$ cat config.mk
export PLATFORM = sky130hd
export DESIGN_NAME = gisp_slave
export DESIGN_NICKNAME = d
export VERILOG_FILES = /design/src/logic/gisp_pkg.sv /design/src/logic/gisp_crc8.sv /design/src/logic/gisp_slave.sv
export SDC_FILE = /design/constraint.sdc
export NUM_CORES = 1
export LEC_CHECK = 0
export BUFFER_PORTS_ARGS = -buffer_cell sky130_fd_sc_hd__buf_4
export CAP_MARGIN = 20
export CELL_PAD_IN_SITES_DETAIL_PLACEMENT = 1
export CELL_PAD_IN_SITES_GLOBAL_PLACEMENT = 1
export CORE_UTILIZATION = 35
export DETAILED_ROUTE_END_ITERATION = 7
export GPL_TIMING_DRIVEN = 0
export PLACE_DENSITY_LB_ADDON = 0.1
export SLEW_MARGIN = 10
export SYNTH_ARGS = -nofsm -noshare
export SYNTH_HDL_FRONTEND = slang
export SYNTH_SLANG_ARGS = --single-unit
$ cat constraint.sdc
create_clock -name core_clk_i -period 2.97 [get_ports core_clk_i]
set_input_delay 0.1485 -clock core_clk_i [delete_from_list [all_inputs] [get_ports core_clk_i]]
set_output_delay 0.1485 -clock core_clk_i [all_outputs]
set_load 0.02 [all_outputs]
$ cat src/logic/gisp_pkg.sv
`default_nettype none
package gisp_pkg;
   localparam int CLK_HZ         = 20_000_000;
   localparam int SW_TIMEOUT_MS  = 10;
   localparam int SW_TIMEOUT_CYC = (CLK_HZ / 1000) * SW_TIMEOUT_MS;

   localparam logic [6:0] ADDR_BASE = 7'h08;
   localparam logic [8:0] CRC_POLY  = 9'h11D;
   localparam logic [7:0] CRC_INIT  = 8'hFF;
   localparam logic [7:0] LFSR_SEED = 8'h01;

   // register offsets inside the port's own map
   localparam logic [7:0] REG_STATUS = 8'h00;
   localparam logic [7:0] REG_MASK   = 8'h01;
   localparam logic [7:0] REG_CTRL1  = 8'h02;
   localparam logic [7:0] REG_VMON   = 8'h03;
   localparam logic [7:0] REG_ST_OV  = 8'h04;
   localparam logic [7:0] REG_ST_UV  = 8'h05;
   localparam logic [7:0] REG_ST_RUN = 8'h06;
   localparam logic [7:0] REG_CODE   = 8'h07;
   localparam logic [7:0] REG_ECHO   = 8'h08;

   // control, status and run register bit positions
   localparam int C1_THERM  = 0;
   localparam int C1_OVLO   = 1;
   localparam int C1_WDMODE = 2;
   localparam int C1_SDWN   = 3;
   localparam int C1_WD     = 4;
   localparam int C1_WDSTBY = 5;
   localparam int C1_WDIMON = 6;
   localparam int C1_SECURE = 7;
   localparam int ST_CRC    = 0;
   localparam int RUN_START = 0;

   localparam logic [7:0] CTRL1_RST       = 8'hFB;
   localparam logic [7:0] CTRL1_CLR_GUARD = 8'hFB;
   localparam logic [3:0] VMON_RST        = 4'hF;

   typedef enum logic [2:0] {
      S_IDLE, S_ADDR, S_ADDR_ACK, S_RX, S_RX_ACK, S_TX, S_TX_ACK
   } gisp_state_e;
endpackage : gisp_pkg
`default_nettype wire

$ cat src/logic/gisp_crc8.sv
`timescale 1ns/1ps
`default_nettype none
module gisp_crc8 (
   input  wire logic [7:0] crc_i,
   input  wire logic [7:0] data_i,
   output logic      [7:0] crc_o
);
   always_comb begin
      logic [7:0] c;
      c = crc_i ^ data_i;
      for (int i = 0; i < 8; i++) begin
         if (c[7]) begin
            c = {c[6:0], 1'b0} ^ gisp_pkg::CRC_POLY[7:0];
         end else begin
            c = {c[6:0], 1'b0};
         end
      end
      crc_o = c;
   end
endmodule : gisp_crc8
`default_nettype wire

$ cat src/logic/gisp_slave.sv
`timescale 1ns/1ps
`default_nettype none
// What this block does
// - I2C control port, high speed to 3.4 MHz
// - device is slave only, host masters
// - address 0x08 plus three-bit select code
// - data latched only after eighth bit
// - seven-bit word: no write, no ack
// - check-enable bit turns CRC check on
// - CRC computed over every write transaction
// - CRC mismatch drops write, flags, interrupts
// - CRC-8 polynomial 0x11D, initial 0xFF
// - guarded-write enable bit turns handshake on
// - guarded write held, random challenge generated
// - matching echo applies write, clears both
// - mismatching echo drops write, clears both
// - other unguarded write aborts, executes normally
// - no echo within 10 ms abandons write
// - self-test flags and start are guarded
// - clearing monitor and watchdog enables guarded
// - mode bit picks soft or hard reset
// - test mode: fixed address, checks bypassed unless power-up event
module gisp_slave #(
   parameter int TIMEOUT_CYC = gisp_pkg::SW_TIMEOUT_CYC
) (
   input  wire logic       core_clk_i,
   input  wire logic       rst_i,
   input  wire logic       ce_i,
   input  wire logic       scl_i,
   input  wire logic       sda_i,
   output logic            sda_o,
   output logic            sda_oe_o,
   input  wire logic [2:0] addr_sel_i,
   input  wire logic       crc_check_enable_i,
   input  wire logic       guarded_write_enable_i,
   input  wire logic       test_program_mode_in_i,
   input  wire logic       power_up_event_i,
   input  wire logic [3:0] selftest_ov_event_i,
   input  wire logic [3:0] selftest_uv_event_i,
   output logic            irq_out_n_o,
   output logic            thermal_monitor_enable_o,
   output logic            input_overvolt_lockout_enable_o,
   output logic            watchdog_input_reset_kind_o,
   output logic            input_overvolt_shutdown_enable_o,
   output logic            watchdog_counter_enable_o,
   output logic            watchdog_standby_enable_o,
   output logic            watchdog_input_standby_monitor_o,
   output logic [3:0]      regulator_voltage_monitor_enable_o,
   output logic [3:0]      selftest_overvolt_fault_flag_o,
   output logic [3:0]      selftest_undervolt_fault_flag_o,
   output logic            selftest_start_o,
   output logic            secure_write_pending_o
);
   localparam int TW = $clog2(TIMEOUT_CYC + 1);
   localparam logic [TW-1:0] TMAX = TW'(TIMEOUT_CYC - 1);

   // pins are synchronised as one vector; static straps ride along
   logic [8:0] sync1, sync2;
   logic       scl_d, sda_d;
   wire  [8:0] pins = {power_up_event_i, test_program_mode_in_i,
                       guarded_write_enable_i, crc_check_enable_i,
                       addr_sel_i, sda_i, scl_i};
   wire        scl_q  = sync2[0];
   wire        sda_q  = sync2[1];
   wire  [2:0] sel_q  = sync2[4:2];
   wire        bypass = sync2[7] & ~sync2[8];

   always_ff @(posedge core_clk_i) begin
      if (rst_i) begin
         sync1 <= 9'h003;
         sync2 <= 9'h003;
         scl_d <= 1'b1;
         sda_d <= 1'b1;
      end else if (ce_i) begin
         sync1 <= pins;
         sync2 <= sync1;
         scl_d <= scl_q;
         sda_d <= sda_q;
      end
   end

   wire scl_rise = ce_i & scl_q & ~scl_d;
   wire scl_fall = ce_i & ~scl_q & scl_d;
   wire start_c  = ce_i & scl_q & scl_d & sda_d & ~sda_q;
   wire stop_c   = ce_i & scl_q & scl_d & ~sda_d & sda_q;

   wire       crc_on = sync2[5] & ~bypass;
   logic [7:0] ctrl1;
   wire       sec_on = sync2[6] & ctrl1[gisp_pkg::C1_SECURE]
                       & ~bypass;
   wire [6:0] dev_addr = sync2[7] ? gisp_pkg::ADDR_BASE
                         : gisp_pkg::ADDR_BASE + {4'h0, sel_q};

   gisp_pkg::gisp_state_e state;
   logic [3:0] bitcnt;
   logic [7:0] shift, tx, ptr, data_b, crc_b, crc_c, crc_nx, rd_data;
   logic       ack_drv, wr_txn, mack;
   logic [1:0] nbyte;
   wire  [7:0] next_shift = {shift[6:0], sda_q};
   wire        addr_hit   = shift[7:1] == dev_addr;
   wire        in_tx      = state == gisp_pkg::S_TX;

   gisp_crc8 u_crc (
      .crc_i  (crc_c),
      .data_i (shift),
      .crc_o  (crc_nx)
   );

   assign sda_o    = 1'b0;
   assign sda_oe_o = ack_drv | (in_tx & ~tx[7]);

   always_ff @(posedge core_clk_i) begin
      if (rst_i) begin
         state   <= gisp_pkg::S_IDLE;
         bitcnt  <= 4'h0;
         shift   <= 8'h00;
         tx      <= 8'h00;
         ack_drv <= 1'b0;
         wr_txn  <= 1'b0;
         mack    <= 1'b0;
         nbyte   <= 2'h0;
         ptr     <= 8'h00;
         data_b  <= 8'h00;
         crc_b   <= 8'h00;
         crc_c   <= gisp_pkg::CRC_INIT;
      end else if (start_c) begin
         state   <= gisp_pkg::S_ADDR;
         bitcnt  <= 4'h0;
         ack_drv <= 1'b0;
         wr_txn  <= 1'b0;
         nbyte   <= 2'h0;
         crc_c   <= gisp_pkg::CRC_INIT;
      end else if (stop_c) begin
         state   <= gisp_pkg::S_IDLE;
         ack_drv <= 1'b0;
         wr_txn  <= 1'b0;
      end else if (scl_rise) begin
         if (state == gisp_pkg::S_ADDR || state == gisp_pkg::S_RX) begin
            shift  <= next_shift;
            bitcnt <= bitcnt + 4'h1;
         end
         if (state == gisp_pkg::S_TX_ACK) begin
            mack <= ~sda_q;
            if (!sda_q) begin
               ptr <= ptr + 8'h01;
            end
         end
      end else if (scl_fall) begin
         unique case (state)
            gisp_pkg::S_IDLE: ;
            gisp_pkg::S_ADDR: if (bitcnt == 4'h8) begin
               // only answers its own address, never masters
               if (addr_hit) begin
                  ack_drv <= 1'b1;
                  wr_txn  <= ~shift[0];
                  crc_c   <= crc_nx;
                  state   <= gisp_pkg::S_ADDR_ACK;
               end else begin
                  state   <= gisp_pkg::S_IDLE;
               end
            end
            gisp_pkg::S_ADDR_ACK: begin
               ack_drv <= 1'b0;
               bitcnt  <= 4'h0;
               if (shift[0]) begin
                  tx    <= rd_data;
                  state <= gisp_pkg::S_TX;
               end else begin
                  state <= gisp_pkg::S_RX;
               end
            end
            gisp_pkg::S_RX: if (bitcnt == 4'h8) begin
               // a word is taken and acked only once full
               ack_drv <= 1'b1;
               state   <= gisp_pkg::S_RX_ACK;
               if (nbyte == 2'h0) begin
                  ptr   <= shift;
                  crc_c <= crc_nx;
               end
               if (nbyte == 2'h1) begin
                  data_b <= shift;
                  crc_c  <= crc_nx;
               end
               if (nbyte == 2'h2) begin
                  crc_b <= shift;
               end
               if (nbyte != 2'h3) begin
                  nbyte <= nbyte + 2'h1;
               end
            end
            gisp_pkg::S_RX_ACK: begin
               ack_drv <= 1'b0;
               bitcnt  <= 4'h0;
               state   <= gisp_pkg::S_RX;
            end
            gisp_pkg::S_TX: if (bitcnt == 4'h7) begin
               state <= gisp_pkg::S_TX_ACK;
            end else begin
               tx     <= {tx[6:0], 1'b0};
               bitcnt <= bitcnt + 4'h1;
            end
            gisp_pkg::S_TX_ACK: if (mack) begin
               tx     <= rd_data;
               bitcnt <= 4'h0;
               state  <= gisp_pkg::S_TX;
            end else begin
               state  <= gisp_pkg::S_IDLE;
            end
            default: state <= gisp_pkg::S_IDLE;
         endcase
      end
   end

   // register file and guarded-write handshake
   logic [3:0]    vmon, st_ov, st_uv;
   logic [7:0]    code, echo, pend_ptr, pend_data, lfsr;
   logic          st_run, crc_flag, irq_mask, pending;
   logic [TW-1:0] pend_cnt;

   // a write only commits at the stop or restart that ends it
   wire commit   = (start_c | stop_c) & wr_txn & nbyte[1];
   wire crc_ok   = ~crc_on
                   | (nbyte == 2'h3 && crc_b == crc_c);
   wire do_write = commit & crc_ok;
   wire crc_fail = commit & ~crc_ok;
   wire to_echo  = ptr == gisp_pkg::REG_ECHO;

   wire [7:0] c1_clr = ctrl1 & ~data_b & gisp_pkg::CTRL1_CLR_GUARD;
   wire g_ctrl = (ptr == gisp_pkg::REG_CTRL1)
                 & ((|c1_clr) | (ctrl1[gisp_pkg::C1_WDMODE]
                    ^ data_b[gisp_pkg::C1_WDMODE]));
   wire g_vmon = (ptr == gisp_pkg::REG_VMON)
                 & (|(vmon & ~data_b[3:0]));
   wire g_st   = (ptr == gisp_pkg::REG_ST_OV | ptr == gisp_pkg::REG_ST_UV)
                 & (|data_b[3:0]);
   wire g_run  = (ptr == gisp_pkg::REG_ST_RUN)
                 & data_b[gisp_pkg::RUN_START];
   wire guard_hit = sec_on & (g_ctrl | g_vmon | g_st | g_run);

   wire hold_now   = do_write & guard_hit;
   wire echo_done  = do_write & pending & to_echo;
   wire abort      = do_write & pending & ~to_echo & ~guard_hit;
   wire tmo        = pending & (pend_cnt == TMAX);
   wire apply_now  = do_write & ~guard_hit & ~to_echo;
   wire apply_pend = echo_done & (data_b == code);
   wire       wr_en   = apply_now | apply_pend;
   wire [7:0] wr_ptr  = apply_pend ? pend_ptr : ptr;
   wire [7:0] wr_data = apply_pend ? pend_data : data_b;
   wire [3:0] ov_clr  = (wr_en && wr_ptr == gisp_pkg::REG_ST_OV)
                        ? wr_data[3:0] : 4'h0;
   wire [3:0] uv_clr  = (wr_en && wr_ptr == gisp_pkg::REG_ST_UV)
                        ? wr_data[3:0] : 4'h0;
   wire       crc_clr = wr_en && wr_ptr == gisp_pkg::REG_STATUS
                        && wr_data[gisp_pkg::ST_CRC];
   wire [7:0] next_lfsr = {lfsr[6:0], lfsr[7] ^ lfsr[5] ^ lfsr[4] ^ lfsr[3]};

   always_ff @(posedge core_clk_i) begin
      if (rst_i) begin
         ctrl1     <= gisp_pkg::CTRL1_RST;
         vmon      <= gisp_pkg::VMON_RST;
         st_ov     <= 4'h0;
         st_uv     <= 4'h0;
         st_run    <= 1'b0;
         crc_flag  <= 1'b0;
         irq_mask  <= 1'b0;
         code      <= 8'h00;
         echo      <= 8'h00;
         pending   <= 1'b0;
         pend_ptr  <= 8'h00;
         pend_data <= 8'h00;
         pend_cnt  <= '0;
         lfsr      <= gisp_pkg::LFSR_SEED;
      end else if (ce_i) begin
         // free-running so the code depends on host timing
         lfsr     <= next_lfsr;
         st_ov    <= (st_ov & ~ov_clr) | selftest_ov_event_i;
         st_uv    <= (st_uv & ~uv_clr) | selftest_uv_event_i;
         st_run   <= wr_en && wr_ptr == gisp_pkg::REG_ST_RUN
                     && wr_data[gisp_pkg::RUN_START];
         crc_flag <= crc_fail | (crc_flag & ~crc_clr);
         if (wr_en && wr_ptr == gisp_pkg::REG_CTRL1) begin
            ctrl1 <= wr_data;
         end
         if (wr_en && wr_ptr == gisp_pkg::REG_VMON) begin
            vmon <= wr_data[3:0];
         end
         if (wr_en && wr_ptr == gisp_pkg::REG_MASK) begin
            irq_mask <= wr_data[0];
         end
         pend_cnt <= pending ? pend_cnt + 1'b1 : '0;
         if (hold_now) begin
            pending   <= 1'b1;
            pend_ptr  <= ptr;
            pend_data <= data_b;
            code      <= lfsr;
            echo      <= 8'h00;
            pend_cnt  <= '0;
         end else if (echo_done | abort | tmo) begin
            pending <= 1'b0;
            code    <= 8'h00;
            echo    <= 8'h00;
         end else if (do_write && to_echo) begin
            echo <= data_b;
         end
      end
   end

   always_comb begin
      unique case (ptr)
         gisp_pkg::REG_STATUS: rd_data = {7'h00, crc_flag};
         gisp_pkg::REG_MASK:   rd_data = {7'h00, irq_mask};
         gisp_pkg::REG_CTRL1:  rd_data = ctrl1;
         gisp_pkg::REG_VMON:   rd_data = {4'h0, vmon};
         gisp_pkg::REG_ST_OV:  rd_data = {4'h0, st_ov};
         gisp_pkg::REG_ST_UV:  rd_data = {4'h0, st_uv};
         gisp_pkg::REG_CODE:   rd_data = code;
         gisp_pkg::REG_ECHO:   rd_data = echo;
         default:              rd_data = 8'h00;
      endcase
   end

   assign irq_out_n_o = ~(crc_flag & ~irq_mask);
   assign thermal_monitor_enable_o = ctrl1[gisp_pkg::C1_THERM];
   assign input_overvolt_lockout_enable_o = ctrl1[gisp_pkg::C1_OVLO];
   assign watchdog_input_reset_kind_o = ctrl1[gisp_pkg::C1_WDMODE];
   assign input_overvolt_shutdown_enable_o = ctrl1[gisp_pkg::C1_SDWN];
   assign watchdog_counter_enable_o = ctrl1[gisp_pkg::C1_WD];
   assign watchdog_standby_enable_o = ctrl1[gisp_pkg::C1_WDSTBY];
   assign watchdog_input_standby_monitor_o = ctrl1[gisp_pkg::C1_WDIMON];
   assign regulator_voltage_monitor_enable_o = vmon;
   assign selftest_overvolt_fault_flag_o  = st_ov;
   assign selftest_undervolt_fault_flag_o = st_uv;
   assign selftest_start_o       = st_run;
   assign secure_write_pending_o = pending;

   chk_foreign_addr: assert property (@(posedge core_clk_i)
      disable iff (rst_i) (scl_fall && state == gisp_pkg::S_ADDR
      && bitcnt == 4'h8 && !addr_hit) |=> !ack_drv && !sda_oe_o)
      else $error("acked a foreign address");
   chk_partial_nack: assert property (@(posedge core_clk_i)
      disable iff (rst_i) (state == gisp_pkg::S_RX && bitcnt < 4'h8)
      |-> !sda_oe_o) else $error("ack driven before eighth bit");
   chk_crc_drop: assert property (@(posedge core_clk_i)
      disable iff (rst_i) crc_fail |-> !wr_en ##1 crc_flag)
      else $error("crc failure not dropped or flagged");
   chk_irq_level: assert property (@(posedge core_clk_i)
      disable iff (rst_i) (crc_fail && !irq_mask && ce_i)
      |=> !irq_out_n_o) else $error("interrupt not raised");
   chk_guard_hold: assert property (@(posedge core_clk_i)
      disable iff (rst_i) hold_now |=> pending && code != 8'h00
      && ctrl1 == $past(ctrl1) && vmon == $past(vmon))
      else $error("guarded write took effect at once");
   chk_echo_clear: assert property (@(posedge core_clk_i)
      disable iff (rst_i) echo_done |=> !pending && code == 8'h00
      && echo == 8'h00) else $error("handshake not cleared");
   chk_echo_bad: assert property (@(posedge core_clk_i)
      disable iff (rst_i) (echo_done && data_b != code) |-> !wr_en)
      else $error("mismatched echo applied");
   chk_timeout: assert property (@(posedge core_clk_i)
      disable iff (rst_i) (ce_i && tmo && !do_write) |=> !pending)
      else $error("pending write not abandoned");
   chk_test_bypass: assert property (@(posedge core_clk_i)
      disable iff (rst_i) bypass |-> !crc_on && !sec_on
      && dev_addr == gisp_pkg::ADDR_BASE)
      else $error("test mode bypass not applied");
   cov_guard_ok: cover property (@(posedge core_clk_i) apply_pend);
   cov_crc_fail: cover property (@(posedge core_clk_i) crc_fail);
   cov_read: cover property (@(posedge core_clk_i)
      state == gisp_pkg::S_TX_ACK && scl_fall && mack);
endmodule : gisp_slave
`default_nettype wire
==> results.json, run 1 <==
{
  "rows": 55,
  "cp.required_ns": 3.27,
  "fin_crit_sh_pct": 99.4,
  "die-area_um2": 23700,
  "fin_tns_setup_ns": 0,
  "hold_violations": 0,
  "numPortBuffers": 40,
  "placed_cells": 1275,
  "grt_pass1_wl_um": 41800,
  "insertedDiodeCount": 0,
  "slew_headroom_pct": 22.9,
  "cp_slowest_cell": "or4_1",
  "crit_path_end_kind": "flip-flop",
  "h-tree-depth": 4,
  "rr_worst_depth": 10,
  "grt-ovfl-total": 0,
  "grt_antenna_before_repair": 0,
  "crit_family": "simple AND/OR/NAND/NOR gates",
  "io_pins": 44,
  "layout_commonest_cell": "dfxtp_1",
  "skew_ns": 0.0143,
  "cts_buffers": 17,
  "fin_cells": 1322,
  "p_int_mw": 3.42,
  "ys_seq_area_share_pct": 40.1,
  "cts_tree": "built",
  "drt_wl_total_um": 26500,
  "cts-root-buf": "clkbuf_16",
  "drv_slew": 0,
  "synth.distinct_cells": 72,
  "insertion_delay_ns": 0.44,
  "core_um2": 22600,
  "place.gp.congestion": 0.804,
  "synth_edf_count": 0,
  "drt-met1-wl_um": 13200,
  "crit_type": "reg -> reg",
  "vias": 7251,
  "cp.depth": 10,
  "dr.max_layer_used": "met4",
  "power.density_nw_per_um2": 484,
  "grt_use_total_pct": 23.0,
  "pwr-share-seq_pct": 47.3,
  "start_kind": "flip-flop",
  "min_path_cells": 3,
  "ys_async_sr_fraction_pct": 0,
  "cap_violations": 0,
  "cts.path.max_buffers": 2,
  "layout_common_cells": "dfxtp_1 (154), nor2_1 (105), nand2_1 (100)",
  "crit_chain": "or4_1 -> clkbuf_4 -> nor4b_4 -> o41ai_2 -> a21oi_4 -> and2_1 -> buf_4 -> buf_12 -> mux2i_2 -> nor2_1",
  "synth.net_count": 979,
  "routed_via_density": 5.48,
  "final-setup-viol-count": 0,
  "min_path_type": "in -> reg",
  "max_slew.worst_pin.slew_ns": 1.15,
  "drc": 0,
  "max-vdd-ir-drop_uv": 336,
  "p_leak_nw": 3.72,
  "synth_seq_cells": 162,
  "min_period_ns": 2.95,
  "synth.avg_cell_area_um2": 8.53,
  "grt_max_degree": 18,
  "p_comb_share_pct": 5.0,
  "drive_above_1_share_pct": 13.9,
  "synthCells": 948,
  "post-dp-hpwl_um": 19100,
  "dr.pass1.iters": 4,
  "syn2layout_area_growth_pct": 19.5,
  "yosys_warnings": 0,
  "max_stage_delay_ns": 0.55,
  "netlist_area_um2": 8090,
  "cts.sinks": 162,
  "grt_pass1_vias": 7220,
  "pwr-share-clk_pct": 47.6,
  "crit_buf_inv": 3,
  "detail-route-antenna-nets": 0,
  "path_clk_slew_ns": 0.07,
  "max_freq_mhz": 339,
  "die_x_um": 154,
  "synth_flop_cell": "dfxtp_1",
  "status": "finished clean",
  "swShare_pct": 26.9,
  "nets": 1055,
  "start_util_pct": 35.7,
  "p_sw_mw": 1.26,
  "wl_per_cell_um": 20.0,
  "dr_wl_met3_um": 832,
  "die_y_um": 154,
  "drtIter0Drc": 395,
  "arrival_ns": 3.25,
  "met2WireLength_um": 12100,
  "finalPower_mw": 4.68,
  "crit_fanout": 10
}
[worst min-delay path: stages]
cell	delay, ns
buf_4	0.11
nand2_1	0.06
a311oi_1	0.08
[Yosys cell counts, types with 5 or more instances]
master,instances,area [um^2]
o211ai_1,13,97.6
dfxtp_1,162,3240
a221oi_1,5,43.8
a22o_1,17,149
nor3b_1,5,37.5
a22oi_1,14,105
a311oi_1,9,78.8
clkbuf_1,50,188
and2_1,6,37.5
mux2i_1,63,631
o21ai_0,35,175
nor4_1,13,81.3
o31ai_1,6,45.0
nand2b_1,15,93.8
ha_1,11,138
xor2_1,15,131
nor2b_1,6,37.5
and3_1,18,113
inv_1,24,90.1
nor2_1,105,394
nand3_1,40,200
mux2_2,8,90.1
a21oi_1,52,260
xnor2_1,40,350
a222oi_1,5,50.1
nor3_1,22,110
nand3b_1,6,45.0
a21o_1,11,82.6
nand2_1,100,375
[cell type report]
class	instances	area (um^2)
Fill cell	2671	13000
Multi-Input combinational cell	701	4620
Sequential cell	162	3260
Timing Repair Buffer	64	505
Clock buffer	18	439
Tap cell	285	357
Buffer	54	259
Clock inverter	14	139
Inverter	24	92.6
[timing repair]
item                                   4_1_cts  5_1_grt
resized for setup                           23       23
pin swaps                                    4        7
setup endpoints to repair                   74       56
hold buffers                                11        0
buffers inserted                             5        6
endpoints found under the hold margin       11        0
[stage by stage]
step,instance area [um^2],utilization (%),hold WS [ns],worst slack [ns]
3_3_place_gp,8740,38.6,0.371,-1.08
3_5_place_dp,8760,38.7,0.376,-1.12
6_report,9670,42.7,0.0122,0.0178
5_1_grt,9670,42.7,0.00802,-0.0346
4_1_cts,9570,42.3,0.000119,0.0000933
2_1_floorplan,8090,-,0.277,0.125
[power groups by stage]
| stage | clock network [mW] | logic [mW] | registers (mW) |
|---|---|---|---|
| 2_1_floorplan | 0 | 0.124 | 2.27 |
| 3_3_place_gp | 0 | 0.221 | 2.27 |
| 3_5_place_dp | 0 | 0.225 | 2.27 |
| 4_1_cts | 2.28 | 0.237 | 2.22 |
| 5_1_grt | 2.36 | 0.258 | 2.22 |
| 6_report | 2.23 | 0.236 | 2.22 |
[path summary, 6_finish.rpt]
path / from / endpoint / slack, ns
worst min-delay path: selftest_uv_event_i[2] / selftest_undervolt_fault_flag_o[2] / 0.01
worst max-delay path: ptr[4] / pend_data[6] / 0.02
worst min register to register: tx[3] / tx[3] / 0.46
worst max register to register: ptr[4] / pend_data[6] / 0.02
[logic make-up (layout without fill, tap and decap cells)]
| family | count (synthesis) | count (layout) | synth area share (%) |
|---|---|---|---|
| multiplexers | 71 | 71 | 8.91 |
| adder cells (fa/ha/maj) | 11 | 11 | 1.70 |
| XOR/XNOR | 55 | 55 | 5.96 |
| buffers and inverters | 85 | 174 | 4.25 |
| other | 1 | 1 | 0.0464 |
| flip-flops | 162 | 162 | 40.1 |
| AO/OA/AOI/OAI | 204 | 204 | 17.7 |
| AND/OR/NAND/NOR | 359 | 359 | 21.3 |
[sequential cells by signal (all words and copies together), names as in the netlist, 2 cells and up]
name	count
lfsr	8
state	3
selftest_undervolt_fault_flag_o	4
pend_data	8
bitcnt	4
code	8
sync1	9
shift	8
crc_c	8
data_b	8
regulator_voltage_monitor_enable_o	4
crc_b	8
selftest_overvolt_fault_flag_o	4
nbyte	2
tx	8
echo	8
pend_cnt	18
ctrl1	8
pend_ptr	8
ptr	8
sync2	9
[metal layers]
layer | GRT usage, % | vias to the layer above
li1 | - | 3518
met5 | 0 | -
met3 | 3.30 | 26
met1 | 32.1 | 3595
met4 | 6.52 | 0
met2 | 36.8 | 112
(Power assumes the default switching activity.)
==> run 2, diff against run 1 <==
- CORE_ASPECT_RATIO: default -> 0.6
==> results.json, run 2 (synthesis gave the netlist of run 1 again) <==
{
  "fin_crit_sh_pct": 98.6,
  "cts.path.max_buffers": 2,
  "regArea_um2": 3250,
  "arrival_ns": 3.22,
  "final-setup-viol-count": 0,
  "cp_slowest_cell": "or4_4",
  "finalPower_mw": 4.89,
  "cts_buffers": 17,
  "layout_common_cells": "dfxtp_1 (153), nor2_1 (105), nand2_1 (100)",
  "grt_use_total_pct": 23.9,
  "grt_pass1_wl_um": 42600,
  "detail-route-antenna-nets": 0,
  "place.gp.congestion": 0.845,
  "cts_tree": "built",
  "cp.required_ns": 3.27,
  "start_kind": "flip-flop",
  "skew_ns": 0.00880,
  "hold_ws_ns": 0.0253,
  "min_path_type": "in -> reg",
  "dr.pass1.iters": 5,
  "min_period_ns": 2.93,
  "start_util_pct": 36.2,
  "drtIter0Drc": 426,
  "nets": 1061,
  "slew_headroom_pct": 41.7,
  "layout_commonest_cell": "dfxtp_1",
  "timing.final.ws_setup_ns": 0.0428,
  "die_x_um": 198,
  "vias": 7322,
  "status": "finished clean",
  "nFillCells": 2630,
  "grt_max_degree": 17,
  "crit_path_end_kind": "flip-flop",
  "routed_via_density": 5.42,
  "grt-ovfl-total": 0,
  "io_pins": 44,
  "max_slew.worst_pin.slew_ns": 0.870,
  "dpl_worst_slack_ns": -1.05,
  "h-tree-depth": 4,
  "grt_antenna_before_repair": 0,
  "max-vdd-ir-drop_uv": 405,
  "crit_fanout": 10,
  "post-dp-hpwl_um": 19900,
  "insertedDiodeCount": 0,
  "final_util_pct": 43.9,
  "syn2layout_area_growth_pct": 21.2,
  "cts-root-buf": "clkbuf_16",
  "crit_type": "reg -> reg",
  "largest_register": "pend_cnt",
  "hold_violations": 0,
  "cts.sinks": 162,
  "drc": 0,
  "max_freq_mhz": 342,
  "max_stage_delay_ns": 0.55,
  "drive_above_1_share_pct": 13.8,
  "r2r_slack_ns": 0.04,
  "cap_violations": 0,
  "wl_per_cell_um": 20.2,
  "power.density_nw_per_um2": 499,
  "largest_register_ffs": 18,
  "drt_wl_total_um": 27300,
  "crit_chain": "or4_4 -> clkbuf_4 -> nor4b_4 -> o41ai_4 -> a21oi_4 -> and2_1 -> buf_4 -> buf_8 -> mux2i_1 -> nor2_1",
  "core_um2": 22300,
  "numPortBuffers": 40,
  "insertion_delay_ns": 0.44,
  "path_clk_slew_ns": 0.07,
  "fin_tns_setup_ns": 0,
  "grt_pass1_vias": 7058,
  "p_leak_nw": 3.78,
  "reg_top3": "pend_cnt: 18 flops, sync1: 9 flops, sync2: 9 flops",
  "drv_slew": 0,
  "die-area_um2": 23700,
  "multi_input_area_um2": 4620,
  "rows": 42,
  "die_y_um": 120
}
run 2: changes by cell type in the layout (fill, tap and decap cells not counted), moves of 3 or more:
cell           previous run  this run
bufinv_16                 0         4
clkbuf_8                  2         5
dfxtp_2                   6         9
dlygate4sd3_1            11        15
inv_6                     3         0
inv_8                     6         0
run 2: repair_timing:
item                                    CTS  global route
buffers inserted                          6             6
pin swaps                                 5             6
endpoints found under the setup margin   79            65
hold endpoints to repair                 15             0
resized for setup                        16            27
hold buffers                             15             0
run 2: cell type report:
| cell class | count | area share, % |
|---|---|---|
| Buffer | 54 | 2.55 |
| Clock inverter | 9 | 1.54 |
| Sequential cell | 162 | 33.2 |
| Timing Repair Buffer | 70 | 5.69 |
| Clock buffer | 23 | 4.98 |
| Tap cell | 308 | 3.93 |
| Multi-Input combinational cell | 701 | 47.2 |
| Inverter | 24 | 0.945 |
run 2: metrics by stage:
stage / std cells / cell area [um^2]
3_5_place_dp: 1297 / 8780
2_1_floorplan: 948 / 8090
4_1_cts: 1343 / 9650
3_3_place_gp: 1296 / 8770
6_report: 1351 / 9800
5_1_grt: 1351 / 9800
run 2: final timing paths:
path	startpoint	to	cells past startpoint
min reg2reg	tx[2]	tx[2]	2
max	ptr[4]	pend_data[4]	10
min	selftest_ov_event_i[3]	selftest_overvolt_fault_flag_o[3]	3
max reg2reg	ptr[4]	pend_data[4]	10
run 2: per-layer routing:
| layer | vias up | global-route usage (%) | share of wire (%) |
|---|---|---|---|
| li1 | 3552 | - | - |
| met2 | 139 | 31.3 | 38 |
| met4 | 0 | 6.10 | 1.2 |
| met1 | 3608 | 38.9 | 57 |
| met5 | - | 0 | 0 |
| met3 | 23 | 3.77 | 3.9 |
run 2: worst max-delay path, delay by kind of cell (launching register included):
family	cells	cell delay (ns)
compound gates	2	0.49
buf+inv	3	0.52
flops	1	0.36
mux	1	0.22
simple gates	4	1.19
run 2: power by group:
group	internal, mW	switching, mW
Clock	1.50	0.937
Combinational	0.0914	0.147
Sequential	2.20	0.0254
